$ cat src/rtl/lfoc_pkg.sv
// Purpose: constants for the low-frequency oscillator control block
// Assumes: 8-bit register port, 100 MHz system clock
// Notes: crystal and ulp oscillator clocks arrive as pins and are synchronised
package lfoc_pkg;
   // register offsets
   localparam logic [7:0] ADDR_ULP_CTRL = 8'h18;
   localparam logic [7:0] ADDR_XTAL_CTRL = 8'h1C;
   localparam logic [7:0] ADDR_TEMP_CAL = 8'h12;
   localparam logic [7:0] ADDR_STATUS = 8'h03;
   localparam logic [7:0] ADDR_PROTECT = 8'h20;
   // field positions
   localparam int ULP_RUNSTBY_BIT = 1;
   localparam int XT_EN_BIT = 0;
   localparam int XT_RUN_BIT = 1;
   localparam int XT_SEL_BIT = 2;
   localparam int XT_CRYSTAL_STARTUP_COUNT_LO = 4;
   localparam int XT_CRYSTAL_STARTUP_COUNT_HI = 5;
   localparam int CAL_LOCK_BIT = 7;
   localparam int TRIM_HI = 3;
   localparam int STAT_XT_BIT = 6;
   localparam int STAT_ULP_BIT = 5;
   // reset values
   localparam logic [7:0] RST_CTRL = 8'h00;
   localparam logic [3:0] TRIM_FREQ16 = 4'h7;
   localparam logic [3:0] TRIM_FREQ20 = 4'h8;
   // unlock key for protected bits
   localparam logic [7:0] PROTECT_KEY = 8'hD8;
   localparam logic [2:0] PROTECT_WINDOW = 3'h4;
   // startup counts in oscillator cycles
   localparam logic [16:0] CRYSTAL_STARTUP_COUNT_1K = 17'h00400;
   localparam logic [16:0] CRYSTAL_STARTUP_COUNT_16K = 17'h04000;
   localparam logic [16:0] CRYSTAL_STARTUP_COUNT_32K = 17'h08000;
   localparam logic [16:0] CRYSTAL_STARTUP_COUNT_64K = 17'h10000;
   localparam logic [2:0] ULP_GATE_CYCLES = 3'h4;
   localparam logic [1:0] XT_GATE_CYCLES = 2'h2;
   localparam logic [16:0] ULP_ANALOG_START = 17'h00040;
endpackage

$ cat src/rtl/lfoc_control.sv
// Purpose: enable, startup, gating and status for the low-frequency oscillators
// Assumes: oscillator clocks are much slower than sys_clk_in, edges counted after sync
// Notes: protected bits need the key written to the protect register first
//
// Implementation choice: the plain strobed port.
`timescale 1ns/1ps
// Notes on behaviour
// - temp slope trim reset from frequency fuse
// - ulp keep running keeps oscillator powered
// - ulp output only while requested
// - ulp gate opens after 4 cycles
// - select and count locked while enabled/stable
// - startup count codes 1k 16k 32k 64k
// - external clock skips startup count
// - select 0 crystal, 1 external clock
// - keep running holds crystal on without request, only while enabled
// - crystal output only while requested
// - kept running crystal delivers in 2-3 cycles
// - enable and keep running write protected
// - enable hands both pins to oscillator
// - stable reported only while requested
// - calibration lock blocks trim writes
module lfoc_control (
   // clock and reset
   input wire logic sys_clk_in,
   input wire logic rst_in,
   // register port
   input wire logic [7:0] addr_in,
   input wire logic [7:0] wdata_in,
   input wire logic wr_in,
   input wire logic rd_in,
   output logic [7:0] rdata_out,
   // fuses
   input wire logic freq_select_fuse_in,
   input wire logic cal_lock_fuse_in,
   // consumer requests
   input wire logic [3:0] ulp_req_in,
   input wire logic [3:0] xtal_req_in,
   // oscillator clocks as seen from the pins
   input wire logic ulp_clk_in,
   input wire logic crystal_pin_in,
   // oscillator and pin control
   output logic ulp_power_out,
   output logic ulp_gate_out,
   output logic xtal_power_out,
   output logic xtal_gate_out,
   output logic xtal_ext_clock_out,
   output logic pin_override_out,
   output logic [3:0] temp_slope_trim_out
);
   // ----------------------------------------------------------------
   // pin synchronisers and edge detect
   // ----------------------------------------------------------------
   logic [2:0] ulp_sync, next_ulp_sync;
   logic [2:0] xt_sync, next_xt_sync;
   logic ulp_edge, xt_edge;
   always_comb begin
      next_ulp_sync = {ulp_sync[1:0], ulp_clk_in};
      next_xt_sync = {xt_sync[1:0], crystal_pin_in};
      ulp_edge = ulp_sync[1] & ~ulp_sync[2];
      xt_edge = xt_sync[1] & ~xt_sync[2];
   end
   always_ff @(posedge sys_clk_in) begin
      if (rst_in) begin
         ulp_sync <= 3'h0;
         xt_sync <= 3'h0;
      end else begin
         ulp_sync <= next_ulp_sync;
         xt_sync <= next_xt_sync;
      end
   end

   // ----------------------------------------------------------------
   // registers
   // ----------------------------------------------------------------
   logic ulp_keep, next_ulp_keep;
   logic xt_en, next_xt_en;
   logic xt_keep, next_xt_keep;
   logic xt_sel, next_xt_sel;
   logic [1:0] xt_crystal_startup_count, next_xt_crystal_startup_count;
   logic [3:0] trim, next_trim;
   logic cal_lock, next_cal_lock;
   logic trim_loaded, next_trim_loaded;
   logic [2:0] unlock_cnt, next_unlock_cnt;
   logic [7:0] rdata, next_rdata;
   logic xt_stable_raw, xt_stat, ulp_stat;
   logic ulp_req, xt_req;
   logic unlocked;

   assign ulp_req = |ulp_req_in;
   assign xt_req = |xtal_req_in;
   assign unlocked = unlock_cnt != 3'h0;

   always_comb begin
      next_ulp_keep = ulp_keep;
      next_xt_en = xt_en;
      next_xt_keep = xt_keep;
      next_xt_sel = xt_sel;
      next_xt_crystal_startup_count = xt_crystal_startup_count;
      next_trim = trim;
      next_cal_lock = cal_lock;
      next_trim_loaded = 1'b1;
      next_unlock_cnt = unlocked ? unlock_cnt - 3'h1 : 3'h0;
      // fuse values are caught on the first clock after reset release
      if (!trim_loaded) begin
         next_trim = freq_select_fuse_in ? lfoc_pkg::TRIM_FREQ20
                                         : lfoc_pkg::TRIM_FREQ16;
         next_cal_lock = cal_lock_fuse_in;
      end
      if (wr_in) begin
         if (addr_in == lfoc_pkg::ADDR_PROTECT && wdata_in == lfoc_pkg::PROTECT_KEY) begin
            next_unlock_cnt = lfoc_pkg::PROTECT_WINDOW;
         end
         if (addr_in == lfoc_pkg::ADDR_ULP_CTRL) begin
            next_ulp_keep = wdata_in[lfoc_pkg::ULP_RUNSTBY_BIT];
         end
         if (addr_in == lfoc_pkg::ADDR_XTAL_CTRL) begin
            if (unlocked) begin
               next_xt_en = wdata_in[lfoc_pkg::XT_EN_BIT];
               next_xt_keep = wdata_in[lfoc_pkg::XT_RUN_BIT];
               next_unlock_cnt = 3'h0;
            end
            if (!xt_en && !xt_stable_raw) begin
               next_xt_sel = wdata_in[lfoc_pkg::XT_SEL_BIT];
               next_xt_crystal_startup_count = wdata_in[lfoc_pkg::XT_CRYSTAL_STARTUP_COUNT_HI:lfoc_pkg::XT_CRYSTAL_STARTUP_COUNT_LO];
            end
         end
         if (addr_in == lfoc_pkg::ADDR_TEMP_CAL && !cal_lock && trim_loaded) begin
            next_trim = wdata_in[lfoc_pkg::TRIM_HI:0];
         end
      end
      next_rdata = 8'h00;
      if (rd_in) begin
         case (addr_in)
            lfoc_pkg::ADDR_ULP_CTRL: next_rdata[lfoc_pkg::ULP_RUNSTBY_BIT] = ulp_keep;
            lfoc_pkg::ADDR_XTAL_CTRL: begin
               next_rdata[lfoc_pkg::XT_EN_BIT] = xt_en;
               next_rdata[lfoc_pkg::XT_RUN_BIT] = xt_keep;
               next_rdata[lfoc_pkg::XT_SEL_BIT] = xt_sel;
               next_rdata[lfoc_pkg::XT_CRYSTAL_STARTUP_COUNT_HI:lfoc_pkg::XT_CRYSTAL_STARTUP_COUNT_LO] = xt_crystal_startup_count;
            end
            lfoc_pkg::ADDR_TEMP_CAL: begin
               next_rdata[lfoc_pkg::CAL_LOCK_BIT] = cal_lock;
               next_rdata[lfoc_pkg::TRIM_HI:0] = trim;
            end
            lfoc_pkg::ADDR_STATUS: begin
               next_rdata[lfoc_pkg::STAT_XT_BIT] = xt_stat;
               next_rdata[lfoc_pkg::STAT_ULP_BIT] = ulp_stat;
            end
            default: next_rdata = 8'h00;
         endcase
      end
   end
   always_ff @(posedge sys_clk_in) begin
      if (rst_in) begin
         ulp_keep <= 1'b0;
         xt_en <= 1'b0;
         xt_keep <= 1'b0;
         xt_sel <= 1'b0;
         xt_crystal_startup_count <= 2'h0;
         trim <= 4'h0;
         cal_lock <= 1'b1;
         trim_loaded <= 1'b0;
         unlock_cnt <= 3'h0;
         rdata <= lfoc_pkg::RST_CTRL;
      end else begin
         ulp_keep <= next_ulp_keep;
         xt_en <= next_xt_en;
         xt_keep <= next_xt_keep;
         xt_sel <= next_xt_sel;
         xt_crystal_startup_count <= next_xt_crystal_startup_count;
         trim <= next_trim;
         cal_lock <= next_cal_lock;
         trim_loaded <= next_trim_loaded;
         unlock_cnt <= next_unlock_cnt;
         rdata <= next_rdata;
      end
   end

   // ----------------------------------------------------------------
   // ultra-low-power oscillator
   // ----------------------------------------------------------------
   // analog start-up is modelled as a fixed edge count, skipped when kept running
   logic ulp_on;
   logic ulp_ready, next_ulp_ready;
   logic [16:0] ulp_cnt, next_ulp_cnt;
   logic [2:0] ulp_gcnt, next_ulp_gcnt;
   logic ulp_gate, next_ulp_gate;
   assign ulp_on = ulp_keep | ulp_req;
   always_comb begin
      next_ulp_cnt = ulp_cnt;
      next_ulp_ready = ulp_ready;
      next_ulp_gcnt = ulp_gcnt;
      next_ulp_gate = ulp_gate;
      if (!ulp_on) begin
         next_ulp_cnt = 17'h0;
         next_ulp_ready = 1'b0;
      end else if (ulp_keep) begin
         next_ulp_ready = 1'b1;
      end else if (ulp_edge && !ulp_ready) begin
         next_ulp_cnt = ulp_cnt + 17'h1;
         next_ulp_ready = ulp_cnt + 17'h1 >= lfoc_pkg::ULP_ANALOG_START;
      end
      if (!ulp_req) begin
         next_ulp_gcnt = 3'h0;
         next_ulp_gate = 1'b0;
      end else if (ulp_ready && ulp_edge && !ulp_gate) begin
         next_ulp_gcnt = ulp_gcnt + 3'h1;
         next_ulp_gate = ulp_gcnt + 3'h1 >= lfoc_pkg::ULP_GATE_CYCLES;
      end
   end
   always_ff @(posedge sys_clk_in) begin
      if (rst_in) begin
         ulp_cnt <= 17'h0;
         ulp_ready <= 1'b0;
         ulp_gcnt <= 3'h0;
         ulp_gate <= 1'b0;
      end else begin
         ulp_cnt <= next_ulp_cnt;
         ulp_ready <= next_ulp_ready;
         ulp_gcnt <= next_ulp_gcnt;
         ulp_gate <= next_ulp_gate;
      end
   end

   // ----------------------------------------------------------------
   // crystal oscillator
   // ----------------------------------------------------------------
   logic xt_on;
   logic xt_ready, next_xt_ready;
   logic [16:0] xt_cnt, next_xt_cnt;
   logic [16:0] xt_target;
   logic [1:0] xt_gcnt, next_xt_gcnt;
   logic xt_gate, next_xt_gate;
   assign xt_on = xt_en & (xt_keep | xt_req);
   always_comb begin
      case (xt_crystal_startup_count)
         2'h0: xt_target = lfoc_pkg::CRYSTAL_STARTUP_COUNT_1K;
         2'h1: xt_target = lfoc_pkg::CRYSTAL_STARTUP_COUNT_16K;
         2'h2: xt_target = lfoc_pkg::CRYSTAL_STARTUP_COUNT_32K;
         default: xt_target = lfoc_pkg::CRYSTAL_STARTUP_COUNT_64K;
      endcase
      next_xt_cnt = xt_cnt;
      next_xt_ready = xt_ready;
      next_xt_gcnt = xt_gcnt;
      next_xt_gate = xt_gate;
      if (!xt_on) begin
         next_xt_cnt = 17'h0;
         next_xt_ready = 1'b0;
      end else if (xt_sel) begin
         next_xt_ready = xt_edge | xt_ready;
      end else if (xt_edge && !xt_ready) begin
         next_xt_cnt = xt_cnt + 17'h1;
         next_xt_ready = xt_cnt + 17'h1 >= xt_target;
      end
      if (!xt_req || !xt_on) begin
         next_xt_gcnt = 2'h0;
         next_xt_gate = 1'b0;
      end else if (xt_ready && xt_edge && !xt_gate) begin
         next_xt_gcnt = xt_gcnt + 2'h1;
         next_xt_gate = xt_gcnt + 2'h1 >= lfoc_pkg::XT_GATE_CYCLES;
      end
   end
   always_ff @(posedge sys_clk_in) begin
      if (rst_in) begin
         xt_cnt <= 17'h0;
         xt_ready <= 1'b0;
         xt_gcnt <= 2'h0;
         xt_gate <= 1'b0;
      end else begin
         xt_cnt <= next_xt_cnt;
         xt_ready <= next_xt_ready;
         xt_gcnt <= next_xt_gcnt;
         xt_gate <= next_xt_gate;
      end
   end

   // ----------------------------------------------------------------
   // status and outputs
   // ----------------------------------------------------------------
   // stable flag holds the select/count lock until a disabled crystal has stopped
   assign xt_stable_raw = xt_ready;
   assign xt_stat = xt_ready & xt_req;
   assign ulp_stat = ulp_ready & ulp_req;
   assign rdata_out = rdata;
   assign ulp_power_out = ulp_on;
   assign ulp_gate_out = ulp_gate;
   assign xtal_power_out = xt_on & ~xt_sel;
   assign xtal_gate_out = xt_gate;
   assign xtal_ext_clock_out = xt_sel;
   assign pin_override_out = xt_en;
   assign temp_slope_trim_out = trim;
endmodule

$ cat config.mk
export PLATFORM = sky130hd
export DESIGN_NAME = lfoc_control
export DESIGN_NICKNAME = d
export VERILOG_FILES = /design/src/rtl/lfoc_pkg.sv /design/src/rtl/lfoc_control.sv
export SDC_FILE = /design/constraint.sdc
export NUM_CORES = 1
export LEC_CHECK = 0
export BUFFER_PORTS_ARGS = -buffer_cell sky130_fd_sc_hd__clkbuf_2
export CAP_MARGIN = 40
export CORE_MARGIN = 4
export CORE_UTILIZATION = 50
export DETAILED_ROUTE_END_ITERATION = 12
export HOLD_SLACK_MARGIN = 0.03
export PLACE_DENSITY = 0.74
export SYNTH_ARGS = -nofsm -noshare
export SYNTH_HDL_FRONTEND = slang
export SYNTH_SLANG_ARGS = --single-unit
export TNS_END_PERCENT = 1
$ cat constraint.sdc
create_clock -name sys_clk_in -period 3.1 [get_ports sys_clk_in]
set_input_delay 0.62 -clock sys_clk_in [delete_from_list [all_inputs] [get_ports sys_clk_in]]
set_output_delay 0.62 -clock sys_clk_in [all_outputs]
set_load 0.02 [all_outputs]
After elaboration in Yosys (flattened, before gate mapping)
Index checks and enable logic that the tools add are counted.
Word-level totals
  output and inout bits: 18
  register bits: 72
  word-level logic and storage cells: 117
  input bits: 32
Operators by class
  reductions and logical operators: 38
  muxes and demuxes: 19
  equal/unequal tests: 8
  $lt $le $gt $ge: 4
  add/subtract/negate cells: 5
  bitwise operators: 20
Operators by type and width (number)
  $pmux 17 s3: 1
  $add 17x1->17 const B: 2
  $eq 8x5->1 const B: 3
  $ge 17x17->1: 1
  $ge 17x7->1 const B: 1
  $mux 4: 4
  $mux 3: 5
  $not 1->1: 11
  $logic_and 1x1->1: 10
  $reduce_or 2->1: 5
  $reduce_or 3->1: 3
  $eq 8x2->1 const B: 1
  $eq 8x6->1 const B: 1
  $eq 8x8->1 const B: 1
  $logic_not 1->1: 8
  $reduce_or 4->1: 2
  $and 1x1->1: 6
  $pmux 1 s2: 3
  $reduce_and 2->1: 3
  $reduce_and 3->1: 2
  $mux 1: 5
  $reduce_bool 2->1: 2
  $add 3x1->3 const B: 1
  $ge 3x3->1 const B: 1
  other kinds (10): 12

Longest topological paths before layout
  depth after elaboration: 6
  mapped depth: 11

Worst setup path before layout
Ideal clock, no wire load.
  path type: flip-flop to flip-flop
  start point: reg xt_cnt[8]
  end point: reg xt_ready
  stages on the path, launching flop included: 12
  clock period less this slack: 2.648 ns
  arrival time: 2.528 ns
  setup slack: 0.452 ns
  library setup time: 0.120 ns
  buffers on the path: 1
  data required time: 2.980 ns
  cells stage by stage: dfxtp_1 > buf_2 > nand4_1 > nor4_2 > nand2b_1 > xnor2_1 > ha_1 > a21o_1 > a211o_1 > a21oi_1 > nand3_1 > o31a_1
Between the ends
  word-level cells in the longest chain between the ends: 4
Ends and longest elaborated chain
  start: declaration: RTL line lfoc_control.sv:231  | logic [16:0] xt_cnt, next_xt_cnt;
  start signal: assignment: RTL line lfoc_control.sv:271  | xt_cnt <= next_xt_cnt;
  $add 17x1->17: RTL line lfoc_control.sv:254  | next_xt_ready = xt_cnt + 17'h1 >= xt_target;
  $ge 17x17->1: RTL line lfoc_control.sv:254
  $mux 1: RTL line lfoc_control.sv:252  | end else if (xt_edge && !xt_ready) begin
  $mux 1: RTL line lfoc_control.sv:250  | end else if (xt_sel) begin
  end signal: assignment: RTL line lfoc_control.sv:272  | xt_ready <= next_xt_ready;
  end: declaration: RTL line lfoc_control.sv:230  | logic xt_ready, next_xt_ready;
Every way passes these cells. The select of a mux whose other input is x is not followed.
A chain may end at the register's enable or synchronous reset.

Worst setup path after layout
  start point: reg xt_cnt[0]
  end point: reg xt_ready
Same word-level chain as after synthesis.

==> results_dict.tcl <==
set metrics [dict create \
    num-fill-cells 615 \
    drt_pass1_iterations 4 \
    period_minus_slack_ps 2820 \
    drc 0 \
    drv_slew 0 \
    wirelength_mm 7.665 \
    power.leakage_nw 1.558 \
    period_share_pct 90.96 \
    wl_per_cell_um 13.99 \
    power_density_mw_per_mm2 463.0 \
    cpMostUsedCell "ha_1" \
    hold_violations 0 \
    gp_congestion 0.8855 \
    nets 487 \
    syn_area_per_cell_um2 8.843 \
    worstSkewPairLatency_ps 350 \
    antenna_cells 0 \
    synth_fp_nets 438 \
    grt_overflow_total 0 \
    synthFlopType "dfxtp_1" \
    rows 30 \
    place_area_mm2 0.003840 \
    multi_input_comb_area_mm2 0.002036 \
    path_cells "ha_1 -> and4_1 -> nand4_1 -> nor2_1 -> xor2_1 -> ha_1 -> a211o_1 -> a21oi_1 -> nand3_1 -> o31a_1" \
    max_slew_margin_pct 52.42 \
    core_mm2 0.006832 \
    rsz0062_at_grt "false" \
    reg2reg_depth 10 \
    yosysWarnings 0 \
    postCtsSetupBuffers 0 \
    setup-violations-final 0 \
    hp-class "flop to flop" \
    async_flop_share_pct 0 \
    antenna_found_initial 0 \
    cts-buffers-inserted 9 \
    hold_path_depth 1 \
    cp_max_fo 7 \
    fin_area_mm2 0.004088 \
    cts_tree "built" \
    tightestPinTransition_ps 711.9 \
    dp_hpwl_mm 5.676 \
    root_buffer "clkbuf_8" \
    crit_family "simple AND/OR/NAND/NOR gates" \
    timing.rr.start "xt_cnt[0]$_SDFFE_PP0P_" \
    regArea_mm2 0.001401 \
    numPortBuffers 49 \
    worst_path_largest_cell_delay_ps 450 \
    syn_to_final_growth_pct 16.14 \
    critical_path_class "flop to flop" \
    synth_cell_types 59 \
    critPathSlowestCell "dfxtp_1" \
    cts_max_level 3 \
    dp_cells 532 \
    synth_edf_count 0 \
    initial_core_util_pct 51.52 \
    post_cts_resized 0 \
    ios 50 \
    viasPerCell 5.458 \
    required_ps 3340 \
    critPathBufInv 0 \
    grt_pass1_wl_mm 12.79 \
    postRouteAntennaNets 0 \
    timing.reg2reg.setup_slack_ps 280 \
    utilization_pct 59.84 \
    ir_drop_mv 0.2894 \
    drv_cap 0 \
    ys_ff_latch 70 \
    critPathCaptureType "flop" \
    stdcell_count 548 \
    r2r-end "xt_ready$_SDFFE_PP0P_" \
    outcome "finished, final reports clean" \
    hp-start "ulp_sync[0]$_SDFF_PP0_" \
    syn_inst 398 \
    drive_gt1_share_pct 19.03 \
    clock_skew_ps 9.348 \
    die_h_um 91.90 \
    start_kind "flop" \
    whs_ps 432.3 \
    tns_ps 0 \
    grt_max_degree 21 \
    seq_area_frac_synth_pct 39.82 \
    clockBufferDepth 2 \
    clock.fmax_ghz 0.3546 \
    clock-sinks 70 \
    postCtsHoldBufs 0 \
    worst_ep_arrival_time_ps 3060 \
    dieArea_mm2 0.008446 \
    vias 2991 \
    grtUsageTotal_pct 18.91 \
    min_to "ulp_sync[1]$_SDFF_PP0_" \
    grt_pass1_vias 2768 \
    fp.dieW_um 91.90 \
    clkTransAtPathRegs_ps 70 \
    drtIter0Drc 81 \
    synth_area_mm2 0.003520 \
]
## flip-flops by register name, summed over array words and instances, names as in the netlist
signal	count
ulp_cnt	17
xt_cnt	17
rdata_out	8
temp_slope_trim_out	4
ulp_gcnt	3
ulp_sync	3
unlock_cnt	3
xt_sync	3
xt_crystal_startup_count	2
xt_gcnt	2
cal_lock	1
pin_override_out	1
trim_loaded	1
ulp_keep	1
ulp_ready	1
xt_keep	1
xt_ready	1
xtal_ext_clock_out	1
## per-stage QoR
stage          setup WS, ps  total power, mW
3_3_place_gp          398.2            1.009
4_1_cts               269.7            1.916
6_report              280.2            1.893
5_1_grt               63.33            1.964
2_1_floorplan         452.2           0.9717
3_5_place_dp          295.1            1.009
## report_power, final
group          internal (mW)  leakage, nW  switching, mW
Combinational         0.0320        0.872         0.0431
Clock                  0.558        0.120          0.346
Sequential             0.907        0.566        0.00661
## how the worst max path moves through the flow
stage                      startpoint               endpoint  cells after the start  slack (ps)
3_3_place_gp   xt_cnt[0]$_SDFFE_PP0P_  xt_ready$_SDFFE_PP0P_                     10         400
3_5_place_dp   xt_cnt[0]$_SDFFE_PP0P_  xt_ready$_SDFFE_PP0P_                     10         300
5_1_grt        xt_cnt[0]$_SDFFE_PP0P_  xt_ready$_SDFFE_PP0P_                     10          60
4_1_cts        xt_cnt[0]$_SDFFE_PP0P_  xt_ready$_SDFFE_PP0P_                     10         270
2_1_floorplan  xt_cnt[8]$_SDFFE_PP0P_  xt_ready$_SDFFE_PP0P_                     11         450
6_report       xt_cnt[0]$_SDFFE_PP0P_  xt_ready$_SDFFE_PP0P_                     10         280
## layout make-up
| cell class | count | share of cell area [%] |
|---|---|---|
| multi-input cells | 311 | 49.80 |
| inverters | 2 | 0.1837 |
| clock buffers | 11 | 3.459 |
| clock inverters | 5 | 2.602 |
| repair buffers | 53 | 6.734 |
| well taps | 96 | 2.938 |
| flip-flops and latches | 70 | 34.28 |
## kinds of logic after synthesis
logic type	Yosys count	share of synthesized area [%]
adders and majority gates	8	2.844
buffers and inverters	17	2.346
and+or+nand+nor	200	31.89
DFF	70	39.82
AOI/OAI and AO/OA	49	9.350
muxes	8	2.311
xor gates and xnor gates	46	11.45
## cells in the final DEF (no fill, tap or decap), types with 9 or more instances in the layout
master / netlist / final
xnor2_1: 22 / 22
dfxtp_1: 70 / 70
clkbuf_8: 0 / 10
nor2b_1: 10 / 10
nand4_1: 14 / 14
xor2_1: 24 / 24
nor3_1: 15 / 15
and3_1: 9 / 9
nand2_1: 29 / 29
a21oi_1: 13 / 13
nand3_1: 12 / 12
clkbuf_2: 0 / 49
nor2_1: 59 / 59
## routing by layer
metal	vias up	part of all wire, %	global-route usage [%]
met4	0	1.5	7.054
li1	1522	-	-
met3	9	5.6	5.086
met2	74	46	30.78
met1	1386	47	23.95
met5	-	0	0
## Yosys cell counts (all sizes together), types with 2 or more instances
master   count  area (um2)
dfxtp       70        1401
a21oi       13       65.06
nand3b       2       15.01
a22o         2       17.52
nor4b        5       56.31
or4          2       15.01
a211oi       6       45.04
a31oi        4       25.02
nor3        16       85.08
or2          2       12.51
nor2b       10       62.56
or3          3       18.77
and4         3       26.28
xor2        24       210.2
nor4         9       92.59
buf          8       48.80
nor2        60       227.7
a311oi       4       35.03
nand2b       5       31.28
nand4       14       87.58
and2         7       43.79
mux2i        7       70.07
xnor2       22       192.7
nand4bb      2       22.52
clkbuf       7       26.28
a31o         2       17.52
nand2       31       126.4
and3        10       67.56
o21ai        8       40.04
nand3       13       70.07
ha           8       100.1
a2111oi      2       17.52
a21o         2       15.01
(Power assumes the default switching activity.)
